`src/common/bb_pkg.sv`:
```
// constants for the billboard fallback detach timer
package bb_pkg;
    localparam logic [15:0] addr_cfg        = 16'h413B;
    localparam logic [15:0] addr_cnt_a_lo   = 16'h413C;
    localparam logic [15:0] addr_cnt_a_hi   = 16'h413D;
    localparam logic [15:0] addr_cnt_b_lo   = 16'h413E;
    localparam logic [15:0] addr_cnt_b_hi   = 16'h413F;
    localparam logic [15:0] addr_status     = 16'h4140;
    localparam logic [15:0] addr_desc_base  = 16'h4180;
    localparam int          desc_len        = 48;
    localparam int          desc_aw         = 6;
    localparam logic [15:0] count_reset     = 16'h07D0;
    localparam int          step_ms         = 10;
    localparam int          clk_mhz         = 100;
    localparam int          step_cycles     = step_ms * 1000 * clk_mhz;
    localparam logic [4:0]  pin_sel_reset   = 5'h0A;
    localparam int          cfg_en_bit      = 0;
    localparam int          cfg_sel_lsb     = 1;
    localparam int          detach_cycles   = 16;
    localparam logic [7:0]  desc_num_modes  = 8'h01;
    localparam logic [7:0]  desc_url_idx    = 8'h01;
    localparam logic [7:0]  desc_vconn_hi   = 8'h80;
    localparam logic [7:0]  desc_ver_lo     = 8'h10;
    localparam logic [7:0]  desc_ver_hi     = 8'h01;
    localparam logic [7:0]  desc_svid_hi    = 8'hFF;
    // byte positions in the descriptor array
    localparam int          pos_url         = 3;
    localparam int          pos_num_modes   = 4;
    localparam int          pos_vconn_hi    = 7;
    localparam int          pos_ver_lo      = 40;
    localparam int          pos_ver_hi      = 41;
    localparam int          pos_svid_hi     = 45;
    typedef enum logic [2:0] {st_normal, st_drop_bb, st_billboard, st_drop_std} mode_e;
endpackage : bb_pkg

```
`src/logic/desc_mem.sv`:
```
// descriptor byte array with registered read port
module desc_mem (
    input  wire logic                      clk,     // core clock
    input  wire logic                      resetn,  // async reset, low
    input  wire logic                      wr_en,   // byte write
    input  wire logic [bb_pkg::desc_aw-1:0] wr_addr, // write index
    input  wire logic [7:0]                wr_data, // write byte
    input  wire logic [bb_pkg::desc_aw-1:0] rd_addr, // read index
    output logic      [7:0]                rd_data  // byte, one cycle later
);
    logic [7:0] mem_ff [bb_pkg::desc_len];
    logic [7:0] rd_ff;
    logic [7:0] nxt_rd;

    function automatic logic [7:0] dflt(input int i);
        case (i)
            bb_pkg::pos_url:       dflt = bb_pkg::desc_url_idx;
            bb_pkg::pos_num_modes: dflt = bb_pkg::desc_num_modes;
            bb_pkg::pos_vconn_hi:  dflt = bb_pkg::desc_vconn_hi;
            bb_pkg::pos_ver_lo:    dflt = bb_pkg::desc_ver_lo;
            bb_pkg::pos_ver_hi:    dflt = bb_pkg::desc_ver_hi;
            bb_pkg::pos_svid_hi:   dflt = bb_pkg::desc_svid_hi;
            default:               dflt = 8'h00;
        endcase
    endfunction : dflt

    always_comb begin
        nxt_rd = 8'h00;
        if (int'(rd_addr) < bb_pkg::desc_len) begin
            nxt_rd = mem_ff[rd_addr];
        end
    end

    genvar g;
    generate
        for (g = 0; g < bb_pkg::desc_len; g++) begin : g_byte
            always_ff @(posedge clk or negedge resetn) begin
                if (!resetn) begin
                    mem_ff[g] <= dflt(g);
                end else if (wr_en && int'(wr_addr) == g) begin
                    mem_ff[g] <= wr_data;
                end
            end
        end
    endgenerate

    always_ff @(posedge clk or negedge resetn) begin
        if (!resetn) begin
            rd_ff <= 8'h00;
        end else begin
            rd_ff <= nxt_rd;
        end
    end
    assign rd_data = rd_ff;
endmodule : desc_mem

```
`src/logic/step_timer.sv`:
```
// detach timeout counter in 10 ms steps
module step_timer #(
    parameter int step_cycles = bb_pkg::step_cycles // clock cycles in one 10 ms step
) (
    input  wire logic        clk,     // core clock
    input  wire logic        resetn,  // async reset, low
    input  wire logic        start,   // pulse: load and run
    input  wire logic        stop,    // level: halt, counts keep their value
    input  wire logic [15:0] limit,   // count of steps
    output logic             expired  // one-cycle pulse
);
    localparam logic [23:0] step_last = 24'(step_cycles - 1);
    logic [23:0] pre_ff, nxt_pre;
    logic [15:0] cnt_ff, nxt_cnt;
    logic        run_ff, nxt_run;
    logic        exp_ff, nxt_exp;

    always_comb begin
        nxt_pre = pre_ff;
        nxt_cnt = cnt_ff;
        nxt_run = run_ff;
        nxt_exp = 1'b0;
        if (stop) begin
            nxt_run = 1'b0;
        end else if (start) begin
            nxt_run = 1'b1;
            nxt_pre = 24'h000000;
            nxt_cnt = 16'h0000;
        end else if (run_ff) begin
            if (pre_ff == step_last) begin
                nxt_pre = 24'h000000;
                nxt_cnt = cnt_ff + 16'h0001;
                if (cnt_ff + 16'h0001 >= limit) begin
                    nxt_run = 1'b0;
                    nxt_exp = 1'b1;
                end
            end else begin
                nxt_pre = pre_ff + 24'h000001;
            end
        end
    end

    always_ff @(posedge clk or negedge resetn) begin
        if (!resetn) begin
            pre_ff <= 24'h000000;
            cnt_ff <= 16'h0000;
            run_ff <= 1'b0;
            exp_ff <= 1'b0;
        end else begin
            pre_ff <= nxt_pre;
            cnt_ff <= nxt_cnt;
            run_ff <= nxt_run;
            exp_ff <= nxt_exp;
        end
    end
    assign expired = exp_ff;
endmodule : step_timer

```
`src/logic/billboard_detach.sv`:
```
// billboard fallback control: detach timers, re-attach sequencing, registers
// Summary of operation
// - a low level on the selected request pin detaches the function, then re-attaches it as billboard.
// - the first timeout starts when the host assigns the function its address.
// - the second timeout starts when the host asks for the alternate-mode string.
// - on second-timeout expiry the function detaches and re-attaches as the standard controller.
// - either timeout expiring, whichever first, causes that same detach and re-attach.
// - timeouts count in 10 ms steps.
// - both timeout counts reset to 07D0h, i.e. 20 s.
// - register 413Fh holds the second timeout's upper byte, read/write.
// - register 413Eh holds the second timeout's lower byte, read/write.
// - the string and URL descriptor fields are writable by configuration.
// - the number-of-alternate-modes field resets to 01h.
module billboard_detach #(
    parameter int step_cycles = bb_pkg::step_cycles // per 10 ms step; shorten only to test expiry
) (
    input  wire logic        clk,          // core clock, 100 MHz
    input  wire logic        resetn,       // async reset, low
    input  wire logic [15:0] reg_addr,     // register address
    input  wire logic [7:0]  reg_wdata,    // write data
    input  wire logic        reg_wr,       // write strobe
    input  wire logic        reg_rd,       // read strobe
    output logic      [7:0]  reg_rdata,    // read data, cycle after strobe
    input  wire logic [16:0] req_pins_n,   // candidate request pins, active low
    input  wire logic        addr_set,     // pulse: host set function address
    input  wire logic        alt_str_req,  // pulse: alt-mode string requested
    input  wire logic [5:0]  desc_idx,     // descriptor byte index to fetch
    output logic [7:0]       desc_byte,    // descriptor byte, one cycle later
    output logic             func_attach,  // function connected to hub port
    output logic             func_bb       // descriptors identify billboard
);
    logic [16:0] pin_s1_ff, pin_s2_ff;
    logic [7:0]  cfg_ff, nxt_cfg;
    logic [15:0] cnt_a_ff, nxt_cnt_a;
    logic [15:0] cnt_b_ff, nxt_cnt_b;
    logic [7:0]  rdata_ff, nxt_rdata;
    logic        rd_desc_ff, nxt_rd_desc;
    bb_pkg::mode_e mode_ff, nxt_mode;
    logic [4:0]  hold_ff, nxt_hold;
    logic        attach_ff, nxt_attach;
    logic        bb_ff, nxt_bb;
    logic        exp_a, exp_b;
    logic        req_low;
    logic        in_bb;
    logic        desc_wr;
    logic [5:0]  desc_waddr;
    logic [7:0]  desc_q;
    logic [4:0]  pin_sel;
    logic [7:0]  status;

    // request pins come from outside: two flops before use
    always_ff @(posedge clk or negedge resetn) begin
        if (!resetn) begin
            pin_s1_ff <= '1;
            pin_s2_ff <= '1;
        end else begin
            pin_s1_ff <= req_pins_n;
            pin_s2_ff <= pin_s1_ff;
        end
    end

    assign pin_sel = cfg_ff[bb_pkg::cfg_sel_lsb +: 5];
    // out-of-range selects never request
    assign req_low = cfg_ff[bb_pkg::cfg_en_bit] && (int'(pin_sel) < 17)
                     && !pin_s2_ff[pin_sel];
    assign in_bb   = (mode_ff == bb_pkg::st_billboard);

    step_timer #(.step_cycles(step_cycles)) u_timer_a (
        .clk     (clk),
        .resetn  (resetn),
        .start   (in_bb && addr_set),
        .stop    (!in_bb),
        .limit   (cnt_a_ff),
        .expired (exp_a)
    );

    step_timer #(.step_cycles(step_cycles)) u_timer_b (
        .clk     (clk),
        .resetn  (resetn),
        .start   (in_bb && alt_str_req),
        .stop    (!in_bb),
        .limit   (cnt_b_ff),
        .expired (exp_b)
    );

    // software reads and writes at base+i, else host fetch index
    assign desc_wr    = reg_wr && reg_addr >= bb_pkg::addr_desc_base
                        && reg_addr < bb_pkg::addr_desc_base + 16'(bb_pkg::desc_len);
    assign desc_waddr = 6'(reg_addr - bb_pkg::addr_desc_base);

    desc_mem u_desc (
        .clk     (clk),
        .resetn  (resetn),
        .wr_en   (desc_wr),
        .wr_addr (desc_waddr),
        .wr_data (reg_wdata),
        .rd_addr (reg_rd ? desc_waddr : desc_idx),
        .rd_data (desc_q)
    );

    assign status = {4'h0, 1'(req_low), 1'(bb_ff), 1'(attach_ff), 1'(in_bb)};

    // register file
    always_comb begin
        nxt_cfg     = cfg_ff;
        nxt_cnt_a   = cnt_a_ff;
        nxt_cnt_b   = cnt_b_ff;
        nxt_rdata   = 8'h00;
        nxt_rd_desc = 1'b0;
        if (reg_wr) begin
            case (reg_addr)
                bb_pkg::addr_cfg:      nxt_cfg = {2'b00, reg_wdata[5:0]};
                bb_pkg::addr_cnt_a_lo: nxt_cnt_a[7:0]  = reg_wdata;
                bb_pkg::addr_cnt_a_hi: nxt_cnt_a[15:8] = reg_wdata;
                bb_pkg::addr_cnt_b_lo: nxt_cnt_b[7:0]  = reg_wdata;
                bb_pkg::addr_cnt_b_hi: nxt_cnt_b[15:8] = reg_wdata;
                default: ;
            endcase
        end
        if (reg_rd) begin
            case (reg_addr)
                bb_pkg::addr_cfg:      nxt_rdata = cfg_ff;
                bb_pkg::addr_cnt_a_lo: nxt_rdata = cnt_a_ff[7:0];
                bb_pkg::addr_cnt_a_hi: nxt_rdata = cnt_a_ff[15:8];
                bb_pkg::addr_cnt_b_lo: nxt_rdata = cnt_b_ff[7:0];
                bb_pkg::addr_cnt_b_hi: nxt_rdata = cnt_b_ff[15:8];
                bb_pkg::addr_status:   nxt_rdata = status;
                default:               nxt_rd_desc = desc_wr || (reg_addr >= bb_pkg::addr_desc_base
                    && reg_addr < bb_pkg::addr_desc_base + 16'(bb_pkg::desc_len));
            endcase
        end
    end

    always_ff @(posedge clk or negedge resetn) begin
        if (!resetn) begin
            cfg_ff     <= {2'b00, bb_pkg::pin_sel_reset, 1'b1};
            cnt_a_ff   <= bb_pkg::count_reset;
            cnt_b_ff   <= bb_pkg::count_reset;
            rdata_ff   <= 8'h00;
            rd_desc_ff <= 1'b0;
        end else begin
            cfg_ff     <= nxt_cfg;
            cnt_a_ff   <= nxt_cnt_a;
            cnt_b_ff   <= nxt_cnt_b;
            rdata_ff   <= nxt_rdata;
            rd_desc_ff <= nxt_rd_desc;
        end
    end
    // desc reads come from the memory register, same cycle as others
    assign reg_rdata = rd_desc_ff ? desc_q : rdata_ff;
    assign desc_byte = desc_q;

    // attach sequencer; billboard entry is edge-like: stays until a timeout
    always_comb begin
        nxt_mode   = mode_ff;
        nxt_hold   = hold_ff;
        nxt_attach = attach_ff;
        nxt_bb     = bb_ff;
        case (mode_ff)
            bb_pkg::st_normal: begin
                if (req_low) begin
                    nxt_mode   = bb_pkg::st_drop_bb;
                    nxt_attach = 1'b0;
                    nxt_hold   = 5'(bb_pkg::detach_cycles - 1);
                end
            end
            bb_pkg::st_drop_bb: begin
                if (hold_ff == 5'h00) begin
                    nxt_mode   = bb_pkg::st_billboard;
                    nxt_attach = 1'b1;
                    nxt_bb     = 1'b1;
                end else begin
                    nxt_hold = hold_ff - 5'h01;
                end
            end
            bb_pkg::st_billboard: begin
                if (exp_a || exp_b) begin
                    nxt_mode   = bb_pkg::st_drop_std;
                    nxt_attach = 1'b0;
                    nxt_hold   = 5'(bb_pkg::detach_cycles - 1);
                end
            end
            bb_pkg::st_drop_std: begin
                if (hold_ff == 5'h00) begin
                    nxt_mode   = bb_pkg::st_normal;
                    nxt_attach = 1'b1;
                    nxt_bb     = 1'b0;
                end else begin
                    nxt_hold = hold_ff - 5'h01;
                end
            end
            default: nxt_mode = bb_pkg::st_normal;
        endcase
    end

    always_ff @(posedge clk or negedge resetn) begin
        if (!resetn) begin
            mode_ff   <= bb_pkg::st_normal;
            hold_ff   <= 5'h00;
            attach_ff <= 1'b1;
            bb_ff     <= 1'b0;
        end else begin
            mode_ff   <= nxt_mode;
            hold_ff   <= nxt_hold;
            attach_ff <= nxt_attach;
            bb_ff     <= nxt_bb;
        end
    end
    assign func_attach = attach_ff;
    assign func_bb     = bb_ff;

    property p_req_detach;
        @(posedge clk) disable iff (!resetn)
        (mode_ff == bb_pkg::st_normal && req_low) |=> !func_attach;
    endproperty
    a_req_detach: assert property (p_req_detach) else $error("no detach on request");

    property p_reattach_bb;
        @(posedge clk) disable iff (!resetn)
        $rose(mode_ff == bb_pkg::st_drop_bb) |-> ##16 (func_attach && func_bb);
    endproperty
    a_reattach_bb: assert property (p_reattach_bb) else $error("billboard attach late");

    property p_expiry_detach;
        @(posedge clk) disable iff (!resetn)
        (in_bb && (exp_a || exp_b)) |=> !func_attach;
    endproperty
    a_expiry_detach: assert property (p_expiry_detach) else $error("no detach on expiry");

    property p_reattach_std;
        @(posedge clk) disable iff (!resetn)
        $rose(mode_ff == bb_pkg::st_drop_std) |-> ##16 (func_attach && !func_bb);
    endproperty
    a_reattach_std: assert property (p_reattach_std) else $error("standard attach late");

    property p_wr_hi;
        @(posedge clk) disable iff (!resetn)
        (reg_wr && reg_addr == bb_pkg::addr_cnt_b_hi) |=> cnt_b_ff[15:8] == $past(reg_wdata);
    endproperty
    a_wr_hi: assert property (p_wr_hi) else $error("upper byte not stored");

    property p_wr_lo;
        @(posedge clk) disable iff (!resetn)
        (reg_wr && reg_addr == bb_pkg::addr_cnt_b_lo) ##1 (reg_rd && reg_addr == bb_pkg::addr_cnt_b_lo)
        |=> reg_rdata == $past(reg_wdata, 2);
    endproperty
    a_wr_lo: assert property (p_wr_lo) else $error("lower byte readback wrong");

    property p_no_expiry_idle;
        @(posedge clk) disable iff (!resetn)
        !in_bb |=> !(exp_a || exp_b) || in_bb;
    endproperty
    a_no_expiry_idle: assert property (p_no_expiry_idle) else $error("timer ran outside billboard");

    property p_bb_stable;
        @(posedge clk) disable iff (!resetn)
        (in_bb && !exp_a && !exp_b) |=> func_attach && func_bb;
    endproperty
    a_bb_stable: assert property (p_bb_stable) else $error("billboard dropped early");

    property p_drop_bb_low;
        @(posedge clk) disable iff (!resetn)
        (mode_ff == bb_pkg::st_drop_bb) |-> !func_attach;
    endproperty
    a_drop_bb_low: assert property (p_drop_bb_low) else $error("attached in detach");

    property p_bb_entry;
        @(posedge clk) disable iff (!resetn)
        $rose(func_bb) |-> $past(mode_ff == bb_pkg::st_drop_bb) && func_attach;
    endproperty
    a_bb_entry: assert property (p_bb_entry) else $error("billboard without detach");

    property p_drop_std_low;
        @(posedge clk) disable iff (!resetn)
        (mode_ff == bb_pkg::st_drop_std) |-> !func_attach;
    endproperty
    a_drop_std_low: assert property (p_drop_std_low) else $error("attached in std detach");

    // normal mode keeps the standard descriptors until a request arrives
    property p_normal_steady;
        @(posedge clk) disable iff (!resetn)
        (mode_ff == bb_pkg::st_normal && !req_low) |=> func_attach && !func_bb;
    endproperty
    a_normal_steady: assert property (p_normal_steady) else $error("standard not kept");

    property p_rd_hi;
        @(posedge clk) disable iff (!resetn)
        (reg_rd && reg_addr == bb_pkg::addr_cnt_b_hi) |=> reg_rdata == $past(cnt_b_ff[15:8]);
    endproperty
    a_rd_hi: assert property (p_rd_hi) else $error("upper byte read wrong");

    property p_rd_lo;
        @(posedge clk) disable iff (!resetn)
        (reg_rd && reg_addr == bb_pkg::addr_cnt_b_lo) |=> reg_rdata == $past(cnt_b_ff[7:0]);
    endproperty
    a_rd_lo: assert property (p_rd_lo) else $error("lower byte read wrong");

    // reserved config bits are dropped on write, so they must read zero
    property p_cfg_reserved;
        @(posedge clk) disable iff (!resetn)
        (reg_rd && reg_addr == bb_pkg::addr_cfg) |=> reg_rdata[7:6] == 2'b00;
    endproperty
    a_cfg_reserved: assert property (p_cfg_reserved) else $error("reserved config bits set");
endmodule : billboard_detach

```
`config.mk`:
```
export PLATFORM = sky130hd
export DESIGN_NAME = billboard_detach
export DESIGN_NICKNAME = d
export VERILOG_FILES = /design/src/common/bb_pkg.sv /design/src/logic/desc_mem.sv /design/src/logic/step_timer.sv /design/src/logic/billboard_detach.sv
export SDC_FILE = /design/constraint.sdc
export NUM_CORES = 1
export LEC_CHECK = 0
export ABC_CLOCK_PERIOD_IN_PS = 3100
export BUFFER_PORTS_ARGS = -buffer_cell sky130_fd_sc_hd__buf_4
export CAP_MARGIN = 5
export CORE_MARGIN = 3
export CORE_UTILIZATION = 42
export DETAILED_ROUTE_END_ITERATION = 7
export PLACE_DENSITY_LB_ADDON = 0.15
export SYNTH_ARGS = -nofsm -noshare
export SYNTH_HDL_FRONTEND = slang
export SYNTH_HIERARCHICAL = 1
export SYNTH_SLANG_ARGS = --single-unit
```
`constraint.sdc`:
```
create_clock -name clk -period 3.1 [get_ports clk]
set_input_delay 0.31 -clock clk [delete_from_list [all_inputs] [get_ports clk]]
set_output_delay 0.31 -clock clk [all_outputs]
set_load 0.02 [all_outputs]
```
# Word-level counts from Yosys, hierarchy flattened
# Index checks and enable logic that the tools add are counted.
# op_classes
add_sub_neg	6
magnitude_cmp	8
eq_ne	64
n_mux	59
bitwise	1
reduce_logical	82
# op_table
op	count
== test 6 bit (second input constant)	32
2-to-1 mux 24 bit	6
== test 16 x 15 -> 1 bit (second input constant)	6
2-to-1 mux 16 bit	6
logical AND 1 bit	55
adder 24 x 1 -> 24 bit (second input constant)	2
binary-select mux 8 bit (select 6 bit)	1
== test 24 x 20 -> 1 bit (second input constant)	2
== test 6 x 5 -> 1 bit (second input constant)	8
one-hot mux 8 bit (6 select lines)	1
2-to-1 mux 8 bit	5
adder 16 x 1 -> 16 bit (second input constant)	2
>= comparator 16 bit	2
2-to-1 mux 1 bit	27
== test 6 x 4 -> 1 bit (second input constant)	4
>= comparator 16 x 15 -> 1 bit (second input constant)	1
< comparator 16 x 15 -> 1 bit (second input constant)	1
2-to-1 mux 5 bit	3
one-hot mux 5 bit (3 select lines)	1
AND reduction 2 bit	7
== test 6 x 3 -> 1 bit (second input constant)	2
2-to-1 mux 3 bit	4
one-hot mux 3 bit (4 select lines)	1
AND reduction 4 bit	3
other kinds (26)	38
# totals
ff_bits	567
inputBits	53
out_inout_bits	18

# Depth between registers and ports, before layout
# Gate-level depths: netlist of the first run.
# depth
word_depth	7
ltp_mapped	12

# By module
# The synthesis of the first run kept the hierarchy.
# modules_own_cells
mod	instances	cells_each	area_per_inst_um2	seq_area_each_um2
desc_mem	1	1179	17936.0	9825.7
billboard_detach	1	272	4040.1	2314.7
step_timer (u_timer_a)	1	315	2783.9	1051.0
step_timer (u_timer_b)	1	295	2750.1	1051.0

# Worst setup path after synthesis of the first run
# No wires, ideal clock.
# synth_path
path_type	input port to flip-flop
startpoint	in reg_addr[11]
endpoint	reg u_desc/mem_ff[256] in the netlist's numbering
setup_ns	0.125
arrival_ns	2.880
t_required_ns	2.975
setup_slack_ns	0.095
stages	8
path_cell_list	or4_4 -> or2_1 -> a2111oi_0 -> and2_1 -> or3b_1 -> clkbuf_1 -> nor2_2 -> mux2_2
# synth_via
elab_chain_cells	4
word_cells_on_any_way	5
cone_classes	order compare: 2; reduce/logical: 3
# synth_rtl
element	line_no	source
from (decl)	billboard_detach.sv:19	input wire logic [15:0] reg_addr,
>= comparator 16 x 15 -> 1 bit	billboard_detach.sv:87	assign desc_wr = reg_wr && reg_addr >= bb_pkg::addr_desc_base
logical AND 1 bit	billboard_detach.sv:87	
logical AND 1 bit *	billboard_detach.sv:88	&& reg_addr < bb_pkg::addr_desc_base + 16'(bb_pkg::desc_len);
net desc_wr	billboard_detach.sv:45	logic desc_wr;
logical AND 1 bit *	desc_mem.sv:40	end else if (wr_en && int'(wr_addr) == g) begin
to (signal, indexed assignment)	desc_mem.sv:39	mem_ff[g] <= dflt(g);
to (signal, indexed assignment)	desc_mem.sv:41	mem_ff[g] <= wr_data;
to (decl)	desc_mem.sv:11	logic [7:0] mem_ff [bb_pkg::desc_len];
# The timed path passes the listed nets; every way through them passes the cells marked *.
# A chain may end at the register's enable or synchronous reset.

# Final worst setup path of the first run
# layout_path
startpoint	reg u_timer_b.cnt_ff[0]
endpoint	reg u_timer_b.run_ff
# layout_via
elab_chain_cells	7
# layout_rtl
element	line_no	source
from (decl)	step_timer.sv:14	logic [15:0] cnt_ff, nxt_cnt;
from (signal assigned)	step_timer.sv:51	cnt_ff <= nxt_cnt;
adder 16 x 1 -> 16 bit	step_timer.sv:33	if (cnt_ff + 16'h0001 >= limit) begin
>= comparator 16 bit	step_timer.sv:33	
2-to-1 mux 1 bit	step_timer.sv:33	
2-to-1 mux 1 bit	step_timer.sv:30	if (pre_ff == step_last) begin
2-to-1 mux 1 bit	step_timer.sv:29	end else if (run_ff) begin
2-to-1 mux 1 bit	step_timer.sv:25	end else if (start) begin
2-to-1 mux 1 bit	step_timer.sv:23	if (stop) begin
net u_timer_b.nxt_run	step_timer.sv:15	logic run_ff, nxt_run;
to (signal assigned)	step_timer.sv:52	run_ff <= nxt_run;
to (decl)	step_timer.sv:15	
# The timed path passes the listed nets, and every way through them passes these cells.

==> results.json, run 1 <==
{
  "start_util_pct": 42.6,
  "pwr-share-clk_pct": 45.5,
  "grt_max_degree": 94,
  "cp_top_family": "compound AO/OA/AOI/OAI gates",
  "ys_types": 91,
  "p_per_area_nw_per_um2": 534,
  "critPathBufInv": 2,
  "setup_tns_ns": 0,
  "yosys.area_share.simple_pct": 8.56,
  "fin_skew_ns": 0.0183,
  "drv_cap": 0,
  "pin_count": 71,
  "critPathMaxStageDelay_ns": 0.44,
  "cts_sinks": 566,
  "use_met2_pct": 32.8,
  "dr.pass1.iters": 5,
  "period_minus_slack_ns": 2.90,
  "seq_area_frac_synth_pct": 51.8,
  "rows": 93,
  "final_layout_size_suffix_gt1_share_pct": 40.7,
  "route.vias.total": 17400,
  "path_clk_slew_ns": 0.06,
  "antenna_found_initial": 2,
  "grt_pass1_wl_um": 109000,
  "die-area_um2": 68600,
  "end_kind": "flip-flop",
  "synth_edf_count": 0,
  "hp-start": "reg_addr[6]",
  "drc": 0,
  "muxShareOfSynthArea_pct": 27.8,
  "crit_required_ns": 3.64,
  "worstSetupStartpointType": "flip-flop",
  "dp_hpwl_um": 46700,
  "syn_area_um2": 27500,
  "area_delta_synth_final_pct": 16.9,
  "final_antenna_net_count": 0,
  "coreArea_um2": 64600,
  "synth_area_per_cell_um2": 13.3,
  "cp_max_fo": 6,
  "fin_ws_ns": 0.196,
  "cp.depth": 13,
  "synth_top_cell_by_area": "dfrtp_1",
  "cp.arrival_ns": 3.45,
  "slew-limit-headroom_pct": 41.5,
  "synth_top_family_by_area": "multiplexers",
  "r2r_end": "u_timer_b/run_ff",
  "peakVddDrop_mv": 0.522,
  "p_sw_mw": 4.24,
  "syn_inst": 2061,
  "numPortBuffers": 70,
  "ys.flop_type": "dfrtp_1",
  "first_global_vias": 18100,
  "yosys.cell_count.top_type": "dfrtp_1",
  "whs_path_depth": 3,
  "hold_ws_ns": 0.0736,
  "grt_setup_unrepaired": "false",
  "rrSetupSlack_ns": 0.20,
  "grt-ovfl-total": 0,
  "cts-root-buf": "clkbuf_16",
  "cts_buffer_depth": 3,
  "gp_congestion": 0.852,
  "chipWidth_um": 262,
  "yosys.area_share.xor_xnor_pct": 2.07,
  "track_usage_pct": 20.6,
  "crit_path_top_delay_cell": "dfrtp_1",
  "ys_top_cells_by_area": "dfrtp_1 46%, mux2_2 18%, mux4_2 7.4%, dfstp_2 6.0%, mux2i_1 2.2%",
  "drtIter0Drc": 1136,
  "synthTopCellsByCount": "503 x dfrtp_1, 438 x mux2_2, 106 x nand2_1",
  "hold_violations": 0,
  "combPwrFrac_pct": 10.1,
  "cts_tree": "yes",
  "synth_seq_cells": 566,
  "timing.final.crit_share_pct": 93.7,
  "slew_violations": 0,
  "grt_util_met1_pct": 29.8,
  "n_fill_cell": 5538,
  "grt_busiest_layer": "met2",
  "power_frac_seq_pct": 44.4,
  "numCtsBuffers": 61,
  "fmax_ghz": 0.344,
  "yosysWarnings": 6,
  "worstMarginPinSlew_ns": 0.878,
  "synth-compound-area-share_pct": 4.84,
  "r2r-start": "u_timer_b/cnt_ff[0]",
  "grt_use_met3_pct": 2.90,
  "worstSetupPathType": "flip-flop to flip-flop",
  "cellLeakagePower_nw": 15.0,
  "drt_wl_total_um": 69900,
  "async_flop_share_pct": 100,
  "detail_route.wl_per_cell_um": 22.5,
  "min-delay-path-class": "primary input to flip-flop",
  "intPower_mw": 12.9,
  "synthAdderAreaFrac_pct": 1.91,
  "netSwitchingFraction_pct": 24.7,
  "dp_slack_ns": 0.00164,
  "die_y_um": 262,
  "status": "complete, no violations",
  "synth_nets": 2156,
  "clock_latency_ns": 0.63,
  "hold-path-endpoint": "rd_desc_ff",
  "htree_levels": 2,
  "vias_per_cell": 5.61,
  "nets": 2292,
  "crit_path_cell_trace": "ha_1, nand3_1, nor3_1, buf_4, nand4_1, xnor2_2, ha_1, nand4_1, nor3_1, a221oi_1, o211ai_1, buf_4, a31oi_1",
  "synth.top_cell.area_share_pct": 45.8,
  "setup_violations": 0,
  "reg2reg_depth": 13
}
## layout by cell type, fill, tap and decap left out, types with 36 or more instances in the layout
master,netlist,final
dfrtp_1,503,503
xnor2_1,44,43
buf_4,6,134
a21oi_1,43,43
inv_1,68,68
ha_1,42,42
nand2_1,106,106
dfstp_2,63,63
mux4_2,90,90
mux2i_1,61,61
buf_12,0,36
nor2_1,82,82
clkbuf_16,0,61
mux2_2,438,437
## layout make-up
type	count	area, um^2	share of cell area [%]
flip-flops and latches	566	14200	44.3
well taps	855	1070	3.33
clock buffers	91	1810	5.63
clock inverters	23	375	1.17
diodes	1	2.50	0.00778
multi-input cells	1309	12500	38.8
inverters	69	259	0.806
repair buffers	190	1930	6.01
## logic make-up after synthesis
kind of cell | Yosys count
xor gates and xnor gates | 65
adders and majority gates | 42
buffers and inverters | 186
DFF | 566
AOI/OAI and AO/OA | 188
muxes | 596
and+or+nand+nor | 418
## stage by stage
stage               cell area, um^2  util (%)  total power [mW]  std cells
floorplan                     27500         -              8.73       2061
global placement              29800      46.1              9.42       2969
detailed placement            29800      46.1              9.46       2969
CTS                           32100      49.8              17.4       3102
global route                  32200      49.8              17.8       3103
finish                        32200      49.8              17.2       3104
## worst register-to-register path, cell delays in order, from the launching register on
cell and delay, ns:
dfrtp_1 0.44, ha_1 0.26, nand3_1 0.12, nor3_1 0.19
buf_4 0.16, nand4_1 0.14, xnor2_2 0.18, ha_1 0.33
nand4_1 0.11, nor3_1 0.08, a221oi_1 0.33, o211ai_1 0.15
buf_4 0.18, a31oi_1 0.17
## what timing repair did
action                                  4_1_cts  5_1_grt
endpoints found under the hold margin        96        0
hold buffers                                 19        0
setup buffers                                 0        1
endpoints found under the setup margin        0        2
gates resized for setup                       0        2
## worst max path at each step
stage,start,end,slack (ns)
2_1_floorplan,reg_addr[11],u_desc/mem_ff[256],0.1
3_3_place_gp,reg_addr[11],u_desc/mem_ff[303],-0.004
3_5_place_dp,reg_addr[11],u_desc/mem_ff[274],0.002
4_1_cts,u_timer_b/cnt_ff[2],u_timer_b/run_ff,0.13
5_1_grt,u_timer_b/cnt_ff[0],u_timer_b/expired,0.01
6_report,u_timer_b/cnt_ff[0],u_timer_b/run_ff,0.20
## sequential cells by signal (all words and copies together) (netlist names)
register	count
rd_desc_ff	1
hold_ff	5
u_desc/mem_ff	384
u_timer_a/run_ff	1
u_timer_a/expired	1
func_attach	1
mode_ff	2
u_desc/rd_data	8
cnt_a_ff	16
rdata_ff	8
cfg_ff	6
pin_s1_ff	17
u_timer_a/pre_ff	24
u_timer_b/cnt_ff	16
u_timer_b/run_ff	1
pin_s2_ff	17
u_timer_b/expired	1
u_timer_a/cnt_ff	16
func_bb	1
cnt_b_ff	16
u_timer_b/pre_ff	24
## power groups by stage
stage	registers [mW]	logic, mW	clock network (mW)
2_1_floorplan	7.75	0.988	0
3_3_place_gp	7.74	1.68	0
3_5_place_dp	7.75	1.72	0
4_1_cts	7.62	1.74	8.03
5_1_grt	7.63	1.91	8.29
6_report	7.62	1.73	7.81
## metal layers
metal	wire length, um	part of all wire (%)
met1	33000	47
met2	32500	46
met3	3000	4.3
met4	1360	1.9
met5	12	0.017
No activity file was read; power rests on OpenSTA's default activity.
==> run 2, diff against run 1 <==
ABC_CLOCK_PERIOD_IN_PS = 2650   (was 3100)
CELL_PAD_IN_SITES_DETAIL_PLACEMENT = 1   (was unset)
CELL_PAD_IN_SITES_GLOBAL_PLACEMENT = 1   (was unset)
clock period = 2.65 ns   (was 3.1 ns; I/O delays follow)
==> run 2 against run 1 <==
The run now ends with setup timing left. Flip-flop and latch count stayed put. Combinational power is 31% higher. Design area up 4.2%. Clock power increased by 20%. Count of clock-buffer cells in the layout increased by 8. Register-to-register slack got worse by 0.30 ns. Utilization is 2.1 points higher. Global-route usage up 2.3 points. First-iteration DRC count decreased by 11%. Largest cell class unchanged. Highest routed layer is now met4.
==> results.json, run 2 (synthesis results as in run 1) <==
{
  "htree_levels": 3,
  "drv_cap": 0,
  "utilization_pct": 51.9,
  "cellLeakagePower_nw": 15.7,
  "worstSetupStartpointType": "flip-flop",
  "gp_congestion": 0.816,
  "place_area_um2": 30800,
  "first_global_vias": 19700,
  "diodes": 0,
  "path_clk_slew_ns": 0.06,
  "slew_violations": 0,
  "dp_slack_ns": -0.294,
  "min-delay-path-class": "primary input to flip-flop",
  "slew-limit-headroom_pct": 46.6,
  "detail_route.wl_per_cell_um": 24.1,
  "drc": 0,
  "multi_input_area_um2": 12800,
  "grt_setup_unrepaired": "true",
  "track_usage_pct": 22.8,
  "fin_ws_ns": -0.105,
  "cp_max_fo": 3,
  "final_layout_size_suffix_gt1_share_pct": 45.2,
  "area_delta_synth_final_pct": 21.8,
  "n_fill_cell": 6397,
  "crit_required_ns": 3.15,
  "cts_buffer_depth": 3,
  "cts-root-buf": "clkbuf_16",
  "numCtsBuffers": 67,
  "reg_top3": "u_desc/mem_ff: 384 flops, u_timer_a/pre_ff: 24 flops, u_timer_b/pre_ff: 24 flops",
  "clock_latency_ns": 0.61,
  "fin_skew_ns": 0.0208,
  "coreArea_um2": 64600,
  "fin_area_um2": 33500,
  "cp.arrival_ns": 3.26,
  "dr.pass1.iters": 4,
  "end_kind": "flip-flop",
  "layout_common_cells": "502 x dfrtp_1, 429 x mux2_2, 230 x buf_4",
  "vias_per_cell": 5.60,
  "worstMarginPinSlew_ns": 0.802,
  "nets": 2405,
  "final_antenna_net_count": 0,
  "top_register": "u_desc/mem_ff",
  "setup_violations": 2,
  "numPortBuffers": 70,
  "rows": 93,
  "largest_reg_flops": 384,
  "fmax_ghz": 0.363,
  "pin_count": 71,
  "peakVddDrop_mv": 0.366,
  "die_y_um": 262,
  "start_util_pct": 42.6,
  "grt_pass1_wl_um": 120000,
  "violations": "setup timing",
  "period_minus_slack_ns": 2.76,
  "cts_tree": "yes",
  "drt_wl_total_um": 77300,
  "hold_ws_ns": 0.140,
  "register_area_um2": 14200,
  "dp_hpwl_um": 51800,
  "final_common_cell": "dfrtp_1",
  "worstSetupPathType": "flip-flop to flip-flop",
  "die-area_um2": 68600,
  "timing.final.crit_share_pct": 104,
  "critPathMaxStageDelay_ns": 0.37,
  "drtIter0Drc": 1010,
  "hold_violations": 0,
  "crit_path_cell_trace": "ha_2, nand3_2, nor3_2, buf_4, nand4_1, xnor2_2, ha_4, nand4_1, nor3_2, a221oi_2, o211ai_1, buf_4, nor2b_4",
  "status": "complete, but fails checks",
  "cts_sinks": 566,
  "power_mw": 20.6,
  "grt_max_degree": 72,
  "grt-ovfl-total": 0,
  "p_per_area_nw_per_um2": 614,
  "chipWidth_um": 262,
  "antenna_found_initial": 0,
  "route.vias.total": 18000,
  "crit_path_top_delay_cell": "dfrtp_1"
}
run 2: final cells by class:
class	instances	share of cell area (%)
tap	855	3.19
timing repair buffer	297	8.60
inverter	69	0.773
sequential	566	42.5
clock inverter	21	0.959
clock buffer	99	5.81
multi-input combinational	1309	38.2
run 2: final timing paths:
| path | startpoint | end | slack (ns) | cells past startpoint |
|---|---|---|---|---|
| setup reg to reg | u_timer_b/cnt_ff[0] | u_timer_b/expired | -0.11 | 13 |
| hold reg to reg | pin_s1_ff[6] | pin_s2_ff[6] | 0.35 | 0 |
| setup / recovery | u_timer_b/cnt_ff[0] | u_timer_b/expired | -0.11 | 13 |
| max in group asynchronous | resetn | u_desc/mem_ff[154] | 1.45 | 3 |
| min in group asynchronous | resetn | u_desc/mem_ff[308] | 0.22 | 2 |
| hold / removal | reg_addr[6] | rd_desc_ff | 0.14 | 4 |
run 2: through the flow:
step	instances	setup TNS, ns
after floorplan	2061	-1.22
after global placement	3072	-48.06
after detailed placement	3072	-53.71
after CTS	3212	0
after global routing	3216	-0.593
final	3216	-0.181
run 2: per-layer routing:
| metal | track usage [%] | vias to the layer above | part of all wire, % |
|---|---|---|---|
| met5 | 0 | - | 0 |
| met4 | 6.19 | 0 | 2.0 |
| met3 | 3.44 | 92 | 4.2 |
| met2 | 37.1 | 310 | 48 |
| met1 | 32.1 | 9565 | 46 |
| li1 | - | 8051 | - |
run 2: report_power, final:
part | leakage (nW) | switching (mW) | total, mW | internal, mW
clock network | 1.11 | 3.76 | 9.39 | 5.64
registers | 7.64 | 0.126 | 8.92 | 8.80
logic | 6.98 | 1.39 | 2.26 | 0.870
run 2: worst max-delay path: cells and delay by family, from the launching register on:
| family | cells | cell delay (ns) |
|---|---|---|
| AOI/OAI and AO/OA | 2 | 0.39 |
| xor gates and xnor gates | 1 | 0.35 |
| adders and majority gates | 2 | 0.47 |
| buffers and inverters | 2 | 0.31 |
| DFF | 1 | 0.37 |
| and+or+nand+nor | 6 | 0.75 |
run 2: what timing repair did:
action,in CTS,in global routing
resized for setup,15,32
setup buffers,2,4
pin swaps,4,21
hold endpoints to repair,67,0
hold buffers,18,0
endpoints found under the setup margin,4,49
==> run 3, diff against run 2 <==
CTS_BUF_LIST = sky130_fd_sc_hd__clkbuf_4 sky130_fd_sc_hd__clkbuf_8   (was unset)
==> run 3 against run 2 <==
The flow still finishes with violations (setup timing). Highest routed layer unchanged. Combinational power about the same. Non-clock buffer count up 3. Die area unchanged.
==> results.json, run 3 (synthesis results as in run 1) <==
{
  "status": "complete, but fails checks",
  "violations": "setup timing",
  "power_frac_seq_pct": 44.6,
  "critPathMaxStageDelay_ns": 0.38,
  "pwr-share-clk_pct": 44.1,
  "netSwitchingFraction_pct": 26.4,
  "detail_route.wl_per_cell_um": 23.7,
  "layout_common_cells": "502 x dfrtp_1, 429 x mux2_2, 230 x buf_4",
  "drv_cap": 0,
  "start_util_pct": 42.6,
  "drc": 0,
  "highest_layer": "met4",
  "power_mw": 20.0,
  "cts-root-buf": "clkbuf_8",
  "combPwrFrac_pct": 11.3,
  "path_clk_slew_ns": 0.06,
  "gp_congestion": 0.816,
  "coreArea_um2": 64600,
  "cts_sinks": 566,
  "wl_met3_um": 3100,
  "fin_area_um2": 33500,
  "reg_top3": "u_desc/mem_ff: 384 flops, u_timer_a/pre_ff: 24 flops, u_timer_b/pre_ff: 24 flops",
  "chipWidth_um": 262,
  "clock_latency_ns": 0.69,
  "final_common_cell": "dfrtp_1",
  "pin_count": 71,
  "numPortBuffers": 70,
  "cts_tree": "yes",
  "worstMarginPinSlew_ns": 0.790,
  "grt-ovfl-total": 0,
  "dr.pass1.iters": 5,
  "cp.arrival_ns": 3.27,
  "end_kind": "flip-flop",
  "period_minus_slack_ns": 2.69,
  "fin_skew_ns": 0.0252,
  "vias_per_cell": 5.55,
  "die-area_um2": 68600,
  "cts_buffer_depth": 3,
  "drtIter0Drc": 949,
  "top_register": "u_desc/mem_ff",
  "met1_length_um": 36200,
  "final_layout_size_suffix_gt1_share_pct": 47.4,
  "track_usage_pct": 22.9,
  "worstSetupPathType": "flip-flop to flip-flop",
  "crit_path_cell_trace": "ha_2, nand3_2, nor3_2, buf_4, nand4_1, xnor2_2, ha_4, nand4_1, nor3_2, a221oi_2, o211ai_1, buf_4, nor2b_4",
  "final_antenna_net_count": 0,
  "grt_setup_unrepaired": "true",
  "reg2reg_depth": 13,
  "critPathLaunch": "u_timer_b/cnt_ff[0]",
  "antenna_found_initial": 1,
  "numCtsBuffers": 100,
  "nets": 2441,
  "die_y_um": 262,
  "grt_max_degree": 72,
  "grt_pass1_wl_um": 120000,
  "route.vias.total": 18200,
  "p_sw_mw": 5.28,
  "dp_hpwl_um": 51800,
  "fmax_ghz": 0.371,
  "slew-limit-headroom_pct": 47.3,
  "crit_path_top_delay_cell": "dfrtp_1",
  "p_per_area_nw_per_um2": 597,
  "area_delta_synth_final_pct": 21.8,
  "crit_required_ns": 3.23,
  "min-delay-path-class": "primary input to asynchronous set/reset pin",
  "worstSetupStartpointType": "flip-flop",
  "r2r-start": "u_timer_b/cnt_ff[0]",
  "wl_met2_um": 36600,
  "slew_violations": 0,
  "hold_violations": 0,
  "peakVddDrop_mv": 0.287,
  "htree_levels": 3,
  "fin_ws_ns": -0.0436,
  "cellLeakagePower_nw": 15.8,
  "cp_max_fo": 3,
  "largest_reg_flops": 384,
  "setup_violations": 2,
  "place_area_um2": 30800,
  "drt_wl_total_um": 77800,
  "rows": 93,
  "intPower_mw": 14.7,
  "hold_ws_ns": 0.169,
  "timing.final.crit_share_pct": 102,
  "first_global_vias": 20000
}
[run 3: area by class of cell]
cell class	instances	area, um^2
inverter	69	259
tap	855	1070
clock buffer	171	2080
multi-input combinational	1309	12800
timing repair buffer	300	2910
fill	6426	31100
sequential	566	14200
clock inverter	16	139
antenna	3	7.51
[run 3: final timing paths]
kind / end / slack (ns)
setup / recovery: u_timer_b/expired / -0.04
hold / removal: u_desc/mem_ff[318] / 0.17
setup reg to reg: u_timer_b/expired / -0.04
hold reg to reg: pin_s2_ff[16] / 0.35
max in group asynchronous: u_desc/mem_ff[203] / 1.52
min in group clk: rd_desc_ff / 0.17
[run 3: per-layer routing]
| layer | vias up | global-route usage (%) |
|---|---|---|
| li1 | 8152 | - |
| met1 | 9620 | 32.0 |
| met2 | 356 | 36.7 |
| met3 | 120 | 3.75 |
| met4 | 0 | 7.14 |
| met5 | - | 0 |
[run 3: power groups by stage]
stage	Clock, mW	Combinational, mW	Sequential [mW]
2_1_floorplan	0	1.16	9.06
3_3_place_gp	0	2.10	9.06
3_5_place_dp	0	2.17	9.06
4_1_cts	9.08	2.24	8.92
5_1_grt	9.48	2.48	8.93
6_report	8.81	2.26	8.92
[run 3: stage by stage]
| step | setup slack (ns) | TNS, ns | std cells | util [%] |
|---|---|---|---|---|
| floorplan | -0.0428 | -1.22 | 2061 | - |
| global placement | -0.263 | -48.06 | 3072 | 47.6 |
| detailed placement | -0.294 | -53.71 | 3072 | 47.6 |
| CTS | 0.00458 | 0 | 3282 | 51.6 |
| global route | -0.215 | -0.486 | 3288 | 51.9 |
| finish | -0.0436 | -0.0635 | 3289 | 51.9 |
[run 3: critical path, delay by kind of cell, from the launching register on]
family | cells | cell delay, ns
buffers and inverters | 2 | 0.32
DFF | 1 | 0.38
xor gates and xnor gates | 1 | 0.29
AOI/OAI and AO/OA | 2 | 0.39
and+or+nand+nor | 6 | 0.76
adders and majority gates | 2 | 0.45
[run 3: repair_timing]
item / 4_1_cts / 5_1_grt
setup endpoints to repair: 8 / 33
setup buffers: 2 / 4
hold buffers: 21 / 0
endpoints found under the hold margin: 71 / 0
pin swaps: 5 / 16
resized for setup: 17 / 30
